$ cat src/capreq_regs.vh
// register offsets, field positions, reset values and sizes of the capacity requester
// assumes a 32-bit avalon-mm slave with byte addresses, one aligned word per register
`ifndef CAPREQ_REGS_VH
`define CAPREQ_REGS_VH

// register byte offsets
`define OFS_CTRL        6'h00
`define OFS_MSL         6'h04
`define OFS_RATE_MAX    6'h08
`define OFS_CRA         6'h0C
`define OFS_PHYS_MAX    6'h10
`define OFS_ALLOW_MAX   6'h14
`define OFS_TIMEOUT     6'h18
`define OFS_VOL_MAX     6'h1C
`define OFS_NM_CELLS    6'h20
`define OFS_STAT_RATE   6'h24
`define OFS_STAT_PEND   6'h28
`define OFS_STAT_Q01    6'h2C
`define OFS_STAT_Q23    6'h30

// control field positions
`define CTRL_ENABLE     0
`define CTRL_PAD_EMPTY  1
`define CTRL_DUP_RATE   2
`define CTRL_ABSOLUTE   3

// reset values
`define RST_CTRL        4'h2
`define RST_MSL         4'h4
`define RST_RATE_MAX    16'h0000
`define RST_CRA         16'h0001
`define RST_PHYS_MAX    16'h0100
`define RST_ALLOW_MAX   16'h0100
`define RST_TIMEOUT     8'h10
`define RST_VOL_MAX     16'h0040
`define RST_NM_CELLS    16'h0000

// sizes
`define CW              16
`define HIST_DEPTH      16
`define NQ              4

// queue indices in service order
`define Q_FIXED         2'h0
`define Q_VAR_RT        2'h1
`define Q_VAR_JT        2'h2
`define Q_JT            2'h3

// request kinds on the request port
`define KIND_RATE       2'h0
`define KIND_VOLUME     2'h1
`define KIND_ABS_VOLUME 2'h2

`endif

$ cat src/return_capacity_requester.v
// return-channel capacity requester: queue tracking, per-frame request computation,
// request sequencing onto the opportunities of each frame, avalon-mm register slave.
// assumes frame tick, assignment and arrivals come from logic on I_CLK.
//
// The implementer's own choices: the Avalon-MM register port and the register addresses.
`include "capreq_regs.vh"
`timescale 1ns/1ps
`default_nettype none

module return_capacity_requester (
    input  wire        I_CLK,            // 25 mhz system clock
    input  wire        I_RESET_N,        // async reset, active low
    input  wire [5:0]  i_avs_address,    // byte address
    input  wire        i_avs_read,       // read request
    input  wire        i_avs_write,      // write request
    input  wire [3:0]  i_avs_byteenable, // byte lanes of write
    input  wire [31:0] i_avs_writedata,  // write data
    output reg  [31:0] o_avs_readdata,   // read data
    output wire        o_avs_waitrequest,// stall until answer
    input  wire        i_frame_tick,     // one pulse per frame, assignment valid
    input  wire [15:0] i_assign_cells,   // aggregate assignment of this frame
    input  wire [1:0]  i_cr_slots,       // request opportunities this frame
    input  wire        i_arr_valid,      // cells arrived
    input  wire [1:0]  i_arr_class,      // queue of arrival
    input  wire [7:0]  i_arr_cells,      // cells arrived
    output wire        o_cr_valid,       // request offered
    output reg  [1:0]  o_cr_kind,        // rate, volume or absolute
    output reg  [15:0] o_cr_value,       // request size in cells
    input  wire        i_cr_ready,       // request taken
    output wire        o_pad_empty,      // transmit in empty slots
    output reg  [15:0] o_q_fixed,        // fixed-rate queue level
    output reg  [15:0] o_q_var_rt,       // jitter-sensitive queue level
    output reg  [15:0] o_q_var_jt,       // jitter-tolerant variable queue level
    output reg  [15:0] o_q_jt            // jitter-tolerant queue level
);

    localparam [2:0] ST_IDLE  = 3'h0;
    localparam [2:0] ST_CALC  = 3'h1;
    localparam [2:0] ST_RATE  = 3'h2;
    localparam [2:0] ST_RATE2 = 3'h3;
    localparam [2:0] ST_VOL   = 3'h4;

    // configuration registers
    reg  [3:0]   ctrl_q;
    reg  [3:0]   msl_q;
    reg  [15:0]  rate_max_q;
    reg  [15:0]  cra_q;
    reg  [15:0]  phys_max_q;
    reg  [15:0]  allow_max_q;
    reg  [7:0]   timeout_q;
    reg  [15:0]  vol_max_q;
    reg  [15:0]  nm_cells_q;
    reg          ack_q;

    // block state
    reg  [15:0]  q_q [0:`NQ-1];
    reg  [15:0]  take [0:`NQ-1];
    reg  [15:0]  hist_q [0:`HIST_DEPTH-1];
    reg  [15:0]  rt_arr_q;               // sensitive arrivals this frame
    reg  [15:0]  rt_prev_q;              // sensitive arrivals last frame
    reg  [15:0]  pend_jt_q;
    reg  [15:0]  last_rate_q;
    reg  [15:0]  vrjt_q;                 // tolerant part of active request
    reg  [7:0]   since_q;
    reg  [15:0]  vr_req_q;
    reg          send_rate_q;
    reg  [15:0]  vrem_q;
    reg  [1:0]   opp_q;
    reg  [2:0]   st_q;

    // combinational request values
    reg  [15:0]  left;
    reg  [15:0]  limit;
    reg  [15:0]  vrrt_c;
    reg  [15:0]  vrjt_c;
    reg  [15:0]  pend_vr;
    reg  [16:0]  vr_sum;
    reg  [15:0]  vr_tot;
    reg  [15:0]  jt_c;
    reg  [16:0]  jt_sum;
    reg  [17:0]  used;
    reg  [15:0]  room;
    reg  [15:0]  jt_tot;
    reg  [15:0]  chunk;
    reg  [31:0]  reg_word;               // addressed register, zero-extended; status words packed
    integer      k;
    integer      m;

    wire         take_cr = o_cr_valid & i_cr_ready;
    wire         bus_req = i_avs_read | i_avs_write;
    wire [31:0]  wmask = {{8{i_avs_byteenable[3]}}, {8{i_avs_byteenable[2]}},
                          {8{i_avs_byteenable[1]}}, {8{i_avs_byteenable[0]}}};
    wire [31:0]  new_word;               // addressed register after byte merge
    wire [15:0]  vrjt_new;               // tolerant part left active after this frame

    // merge written byte lanes into the old value
    function [31:0] merge;
        input [31:0] old;
        input [31:0] nw;
        input [31:0] m;
        begin
            merge = (old & ~m) | (nw & m);
        end
    endfunction

    // one merge path for all writes, so every field is cut from one word
    assign new_word = merge(reg_word, i_avs_writedata, wmask);
    assign vrjt_new = (rate_max_q != 16'h0000) ? vrjt_c : vrjt_q;

    // one-cycle wait state keeps readdata registered
    assign o_avs_waitrequest = bus_req & ~ack_q;
    assign o_pad_empty = ctrl_q[`CTRL_PAD_EMPTY];
    // rate states offer only while a rate request is due, never a stale value
    assign o_cr_valid = ((((st_q == ST_RATE) || (st_q == ST_RATE2)) && send_rate_q) ||
                         ((st_q == ST_VOL) && (vrem_q != 16'h0000))) && (opp_q != 2'h0);

    // aggregate assignment spread over queues in priority order
    always @* begin
        left = i_assign_cells;
        for (k = 0; k < `NQ; k = k + 1) begin
            take[k] = (q_q[k] < left) ? q_q[k] : left;
            left = left - take[k];
        end
    end

    // per-frame request components, from queues after this frame's assignment
    always @* begin
        limit = (phys_max_q < allow_max_q) ? phys_max_q : allow_max_q;
        vrrt_c = (rt_prev_q > cra_q) ? rt_prev_q - cra_q : 16'h0000;
        pend_vr = 16'h0000;
        for (m = 0; m < `HIST_DEPTH; m = m + 1) begin
            if (m < msl_q) begin
                pend_vr = pend_vr + hist_q[m];
            end
        end
        vrjt_c = (q_q[`Q_VAR_JT] > pend_vr) ? q_q[`Q_VAR_JT] - pend_vr : 16'h0000;
        vr_sum = {1'b0, vrrt_c} + {1'b0, vrjt_c};
        vr_tot = (vr_sum > {1'b0, rate_max_q}) ? rate_max_q : vr_sum[15:0];
        if ({1'b0, cra_q} + {1'b0, vr_tot} > {1'b0, limit}) begin
            vr_tot = (limit > cra_q) ? limit - cra_q : 16'h0000;
        end
        jt_c = (q_q[`Q_JT] > pend_jt_q) ? q_q[`Q_JT] - pend_jt_q : 16'h0000;
        jt_sum = {1'b0, jt_c} + {1'b0, nm_cells_q};
        used = {2'h0, cra_q} + {2'h0, vr_tot} + {2'h0, pend_jt_q};
        room = (used < {2'h0, limit}) ? limit - used[15:0] : 16'h0000;
        jt_tot = (jt_sum > {1'b0, room}) ? room : jt_sum[15:0];
        chunk = (vrem_q > vol_max_q) ? vol_max_q : vrem_q;
    end

    // addressed register word, shared by read data and the write merge
    always @* begin
        case ({i_avs_address[5:2], 2'h0})
            `OFS_CTRL:      reg_word = {28'h0, ctrl_q};
            `OFS_MSL:       reg_word = {28'h0, msl_q};
            `OFS_RATE_MAX:  reg_word = {16'h0, rate_max_q};
            `OFS_CRA:       reg_word = {16'h0, cra_q};
            `OFS_PHYS_MAX:  reg_word = {16'h0, phys_max_q};
            `OFS_ALLOW_MAX: reg_word = {16'h0, allow_max_q};
            `OFS_TIMEOUT:   reg_word = {24'h0, timeout_q};
            `OFS_VOL_MAX:   reg_word = {16'h0, vol_max_q};
            `OFS_NM_CELLS:  reg_word = {16'h0, nm_cells_q};
            `OFS_STAT_RATE: reg_word = {since_q, 8'h0, last_rate_q};
            `OFS_STAT_PEND: reg_word = {13'h0, st_q, pend_jt_q};
            `OFS_STAT_Q01:  reg_word = {q_q[`Q_VAR_RT], q_q[`Q_FIXED]};
            `OFS_STAT_Q23:  reg_word = {q_q[`Q_JT], q_q[`Q_VAR_JT]};
            default:        reg_word = 32'h00000000;
        endcase
    end

    // queue level per class, arrivals in and assignment out
    genvar g;
    generate
        for (g = 0; g < `NQ; g = g + 1) begin : g_queue
            always @(posedge I_CLK or negedge I_RESET_N) begin
                if (!I_RESET_N) begin
                    q_q[g] <= 16'h0000;
                end else begin
                    q_q[g] <= q_q[g]
                        + ((i_arr_valid && i_arr_class == g) ? {8'h00, i_arr_cells} : 16'h0000)
                        - (i_frame_tick ? take[g] : 16'h0000);
                end
            end
        end
        // history of the tolerant variable request left active each frame
        for (g = 0; g < `HIST_DEPTH; g = g + 1) begin : g_hist
            always @(posedge I_CLK or negedge I_RESET_N) begin
                if (!I_RESET_N) begin
                    hist_q[g] <= 16'h0000;
                end else if (st_q == ST_CALC) begin
                    // newest slot holds this frame's value, so the sum spans the last frames
                    hist_q[g] <= (g == 0) ? vrjt_new : hist_q[(g == 0) ? 0 : g - 1];
                end
            end
        end
    endgenerate

    // queue levels mirrored on ports
    always @(posedge I_CLK or negedge I_RESET_N) begin
        if (!I_RESET_N) begin
            o_q_fixed  <= 16'h0000;
            o_q_var_rt <= 16'h0000;
            o_q_var_jt <= 16'h0000;
            o_q_jt     <= 16'h0000;
        end else begin
            o_q_fixed  <= q_q[`Q_FIXED];
            o_q_var_rt <= q_q[`Q_VAR_RT];
            o_q_var_jt <= q_q[`Q_VAR_JT];
            o_q_jt     <= q_q[`Q_JT];
        end
    end

    // sensitive arrivals counted per frame period
    always @(posedge I_CLK or negedge I_RESET_N) begin
        if (!I_RESET_N) begin
            rt_arr_q  <= 16'h0000;
            rt_prev_q <= 16'h0000;
        end else if (i_frame_tick) begin
            rt_prev_q <= rt_arr_q;
            rt_arr_q  <= (i_arr_valid && i_arr_class == `Q_VAR_RT) ? {8'h00, i_arr_cells}
                                                                  : 16'h0000;
        end else if (i_arr_valid && i_arr_class == `Q_VAR_RT) begin
            rt_arr_q <= rt_arr_q + {8'h00, i_arr_cells};
        end
    end

    // pending tolerant request: sent volume in, tolerant assignment out
    always @(posedge I_CLK or negedge I_RESET_N) begin
        if (!I_RESET_N) begin
            pend_jt_q <= 16'h0000;
        end else if (i_frame_tick) begin
            // a volume request taken on the tick edge was still sent: count it
            pend_jt_q <= ((pend_jt_q > take[`Q_JT]) ? pend_jt_q - take[`Q_JT] : 16'h0000)
                         + ((take_cr && st_q == ST_VOL) ? o_cr_value : 16'h0000);
        end else if (take_cr && st_q == ST_VOL) begin
            pend_jt_q <= pend_jt_q + o_cr_value;
        end
    end

    // request sequencer; a new frame tick abandons unused opportunities
    always @(posedge I_CLK or negedge I_RESET_N) begin
        if (!I_RESET_N) begin
            st_q        <= ST_IDLE;
            opp_q       <= 2'h0;
            vr_req_q    <= 16'h0000;
            send_rate_q <= 1'b0;
            vrem_q      <= 16'h0000;
            last_rate_q <= 16'h0000;
            vrjt_q      <= 16'h0000;
            since_q     <= 8'h00;
            o_cr_kind   <= `KIND_RATE;
            o_cr_value  <= 16'h0000;
        end else if (i_frame_tick) begin
            opp_q   <= i_cr_slots;
            since_q <= (since_q == 8'hFF) ? since_q : since_q + 8'h01;
            st_q    <= ctrl_q[`CTRL_ENABLE] ? ST_CALC : ST_IDLE;
        end else begin
            case (st_q)
                ST_CALC: begin
                    // fixed-rate queue never feeds a request
                    vr_req_q    <= vr_tot;
                    send_rate_q <= (rate_max_q != 16'h0000) &&
                                   ((vr_tot != last_rate_q) ||
                                    (since_q >= {1'b0, timeout_q[7:1]}));
                    vrem_q      <= (jt_sum == 17'h00000) ? 16'h0000 : jt_tot;
                    if (rate_max_q != 16'h0000) begin
                        vrjt_q <= vrjt_c;
                    end
                    o_cr_kind  <= `KIND_RATE;
                    o_cr_value <= vr_tot;
                    st_q       <= ST_RATE;
                end
                ST_RATE, ST_RATE2: begin
                    if (!send_rate_q || opp_q == 2'h0) begin
                        st_q <= ST_VOL;
                        o_cr_kind  <= ctrl_q[`CTRL_ABSOLUTE] ? `KIND_ABS_VOLUME
                                                             : `KIND_VOLUME;
                        o_cr_value <= chunk;
                    end else if (take_cr) begin
                        opp_q       <= opp_q - 2'h1;
                        last_rate_q <= vr_req_q;
                        since_q     <= 8'h00;
                        if (st_q == ST_RATE && ctrl_q[`CTRL_DUP_RATE]) begin
                            st_q <= ST_RATE2;
                        end else begin
                            send_rate_q <= 1'b0;
                        end
                        if (st_q == ST_RATE2) begin
                            send_rate_q <= 1'b0;
                        end
                    end
                end
                ST_VOL: begin
                    if (vrem_q == 16'h0000 || opp_q == 2'h0) begin
                        st_q <= ST_IDLE;
                    end else if (take_cr) begin
                        opp_q  <= opp_q - 2'h1;
                        vrem_q <= vrem_q - chunk;
                        o_cr_value <= ((vrem_q - chunk) > vol_max_q) ? vol_max_q
                                                                     : vrem_q - chunk;
                    end else begin
                        o_cr_value <= chunk;
                    end
                end
                ST_IDLE: begin
                    st_q <= ST_IDLE;
                end
                default: begin
                    st_q <= ST_IDLE;
                end
            endcase
        end
    end

    // avalon-mm slave: acknowledge one cycle after a request arrives
    always @(posedge I_CLK or negedge I_RESET_N) begin
        if (!I_RESET_N) begin
            ack_q          <= 1'b0;
            o_avs_readdata <= 32'h00000000;
            ctrl_q         <= `RST_CTRL;
            msl_q          <= `RST_MSL;
            rate_max_q     <= `RST_RATE_MAX;
            cra_q          <= `RST_CRA;
            phys_max_q     <= `RST_PHYS_MAX;
            allow_max_q    <= `RST_ALLOW_MAX;
            timeout_q      <= `RST_TIMEOUT;
            vol_max_q      <= `RST_VOL_MAX;
            nm_cells_q     <= `RST_NM_CELLS;
        end else begin
            ack_q <= bus_req & ~ack_q;
            if (bus_req && !ack_q && i_avs_write) begin
                case (i_avs_address[5:2])
                    4'h0: ctrl_q      <= new_word[3:0];
                    4'h1: msl_q       <= new_word[3:0];
                    4'h2: rate_max_q  <= new_word[15:0];
                    4'h3: cra_q       <= new_word[15:0];
                    4'h4: phys_max_q  <= new_word[15:0];
                    4'h5: allow_max_q <= new_word[15:0];
                    4'h6: timeout_q   <= new_word[7:0];
                    4'h7: vol_max_q   <= new_word[15:0];
                    4'h8: nm_cells_q  <= new_word[15:0];
                    default: ctrl_q   <= ctrl_q;    // read-only or unmapped: ignored
                endcase
            end
            // registered read data: costs the wait state, keeps the bus path short
            if (bus_req && !ack_q && i_avs_read) begin
                o_avs_readdata <= reg_word;
            end
        end
    end

endmodule // return_capacity_requester

`default_nettype wire

$ cat config.mk
export PLATFORM = sky130hd
export DESIGN_NAME = return_capacity_requester
export DESIGN_NICKNAME = d
export VERILOG_FILES = /design/src/return_capacity_requester.v
export VERILOG_INCLUDE_DIRS = /design/src
export SDC_FILE = /design/constraint.sdc
export NUM_CORES = 2
export LEC_CHECK = 0
export ABC_AREA = 1
export BUFFER_PORTS_ARGS = -buffer_cell sky130_fd_sc_hd__buf_4
export CAP_MARGIN = 20
export CORE_MARGIN = 2
export CORE_UTILIZATION = 50
export DETAILED_ROUTE_END_ITERATION = 6
export PLACE_DENSITY = 0.72
export SETUP_SLACK_MARGIN = 0.2
export SLEW_MARGIN = 20
export SYNTH_ARGS = -nofsm -noshare
export SYNTH_HDL_FRONTEND = slang
export SYNTH_SLANG_ARGS = --single-unit
$ cat constraint.sdc
create_clock -name I_CLK -period 27.1 [get_ports I_CLK]
set_input_delay 5.42 -clock I_CLK [delete_from_list [all_inputs] [get_ports I_CLK]]
set_output_delay 5.42 -clock I_CLK [all_outputs]
set_load 0.1 [all_outputs]
==> metrics <==
CTS tree built; failing checks DRC, setup timing; Largest register FFs 240; largest net degree at the start of global routing 96; synth unique cells 76; synthesis warning total 0; vias per inst 5.72; DP Wirelength 177000 microns; crit path setup slack, layout -1640 ps; Top delay family on crit path simple AND/OR/NAND/NOR gates; H-Tree Level Count 3; post-synthesis sequential area ratio 27.3%; GRT Util Overall 37.9%; clock root buffer master clkbuf_16; most common cell after layout, fill and taps aside nand2_1; Post-Syn Nets 9361; Worst Hold Class register to register; Hold Path Depth 0; Period minus WS final 28740 ps; commonest cells after routing, fill and taps aside 1957 x nand2_1, 1680 x buf_4, 1033 x inv_1; setup_tns -25080 ps; TritonCTS Sinks 657; outcome finished with violations; vias in the first global route 65900; initial antenna violation count 8; CP required 27760 ps; Startpoint Class register; Pre-antenna DRT Iters 7; Max-slew headroom 11.8%; # fillers 9421; Critical Path Slowest Stage Cell dfstp_2; Crit path buffers/inverters 52; Buffers on Ports 173; period utilization 106%; critical path fanouts, max 7; post-route ant nets 0; Cell Area, Synth 60200 sq um; max-cap violations 0; RSZ-0062 raised after global routing yes; DR vias 67300; Primary FF master, synth dfrtp_1; Worst path most repeated cell buf_4; clock buffer depth 3; Fin. Hold Viols 0; FF-to-FF Start msl_q[2]; worst reg2reg setup slack -1640 ps; area grow syn2layout 37.8%; Ports 194; R2R cell count 198; chip width 351 microns; average size of a mapped cell 7.11 sq um; DRC violations left 1; Post-synth EDFFs 0; Worst-path clk slew 60 ps; start point of the worst hold path q_q[33]; Max Clock Freq 0.0348 GHz; CP endpoint kind register; Worst Path Arrival 29400 ps; Initial Util 50.3%; Synth Instances 8465; FF+latch count, synth 657; CTS Buf Count 83; dpl ws -3340 ps; Slew Limit Fails 0; core area 120000 sq um; # hold bufs at CTS 0; Finish-stage setup viols 16; top flop regs hist_q x240, q_q x64, o_avs_readdata x32; WL/cell 20.9 microns; Worst Setup Path Type register to register; share of layout cells above drive strength 1 28.6%; Worst Hold End o_q_var_rt[1]; Post-synth ARST share 100%; initial DRC count 6535; Layout Nets 11000; Std-Cell Rows 127; total gr overflow 0; later-pin clock latency in the skew report 740 ps; Slew @ Worst Pin 1320 ps; final core utilization 69.4%; CP max stage delay 590 ps; Hold WS 431 ps; first-pass GRT wire length 364000 microns; largest register by flop count hist_q; GP Congestion 1.03; chip height 351 microns; final WL 246000 microns; Final Skew 68.9 ps; reg2reg end vrem_q[11]; die area 123000 sq um
## synth_stat cells, types with 17 or more instances
cell type	instances	share of area, %
dfrtp_1	650	27
nand2_2	17	0.18
or2_2	87	0.90
a221oi_1	38	0.55
inv_1	1103	6.9
nand2_1	2122	13
o211ai_1	37	0.46
nor3_1	88	0.73
nor4_1	17	0.18
o22ai_1	36	0.37
o2111ai_1	17	0.25
o31ai_1	20	0.25
o21ai_0	773	6.4
a31oi_1	21	0.22
nand3_1	448	3.7
buf_2	25	0.21
and2_1	68	0.71
o221ai_1	21	0.31
nand4_1	71	0.74
ha_1	740	15
a21o_1	24	0.30
fa_1	79	2.6
nor2_1	486	3.0
o21ai_1	50	0.42
o21a_1	19	0.24
o21ai_2	19	0.28
o21bai_1	60	0.75
a21oi_1	677	5.6
clkbuf_1	168	1.0
xnor2_1	76	1.1
xor2_1	223	3.2
nand3b_1	18	0.22
## cells by family after synthesis
kind of cell,after synthesis,synth area share (%)
buffers and inverters,1340,8.53
AOI/OAI and AO/OA,1884,17.5
DFF,657,27.3
muxes,2,0.0332
xor gates and xnor gates,299,4.35
adders and majority gates,819,18.0
and+or+nand+nor,3464,24.3
## per-layer routing
metal  vias up  GRT usage (%)  routed length [microns]  part of all wire, %
met1     31900           45.8                    94300                   38
li1      31400              -                        -                    -
met5         -              0                        0                    0
met3      1011           7.26                    20100                  8.2
met2      3073           62.2                   112000                   45
met4         0           24.0                    19700                  8.0
## through the flow
step           instance area (sq um)  cells
3_5_place_dp                   72100  11300
2_1_floorplan                  60500   8465
4_1_cts                        80500  11700
6_report                       83000  11800
3_3_place_gp                   72100  11300
5_1_grt                        83000  11800
## repair_timing
item                                    4_1_cts  5_1_grt
resized for setup                           719      408
pin swaps                                   302      290
buffers inserted                            273       75
endpoints found under the setup margin       16       24
cloned                                        7        1
## final cells by class
type	count	area [sq um]	share of cell area, %
multi-input combinational	6470	43900	52.9
sequential	657	16400	19.8
timing repair buffer	1746	13400	16.2
inverter	1125	4280	5.16
clock buffer	103	2250	2.71
tap	1612	2020	2.43
clock inverter	46	627	0.755
timing repair inverter	1	7.51	0.00905
antenna	1	2.50	0.00302
## worst max path at each step
| stage | start | to | slack, ps | cells past startpoint |
|---|---|---|---|---|
| after floorplan | msl_q[2] | vrem_q[12] | 210 | 199 |
| after global placement | msl_q[2] | vrem_q[8] | -2960 | 194 |
| after detailed placement | msl_q[2] | vrem_q[8] | -3340 | 194 |
| after CTS | msl_q[0] | vrem_q[5] | -590 | 195 |
| after global routing | msl_q[0] | vrem_q[9] | -3140 | 198 |
| final | msl_q[2] | vrem_q[11] | -1640 | 198 |
Power is not shown: default switching activity piles up to over one toggle a cycle in this logic, so the estimate is an artifact.
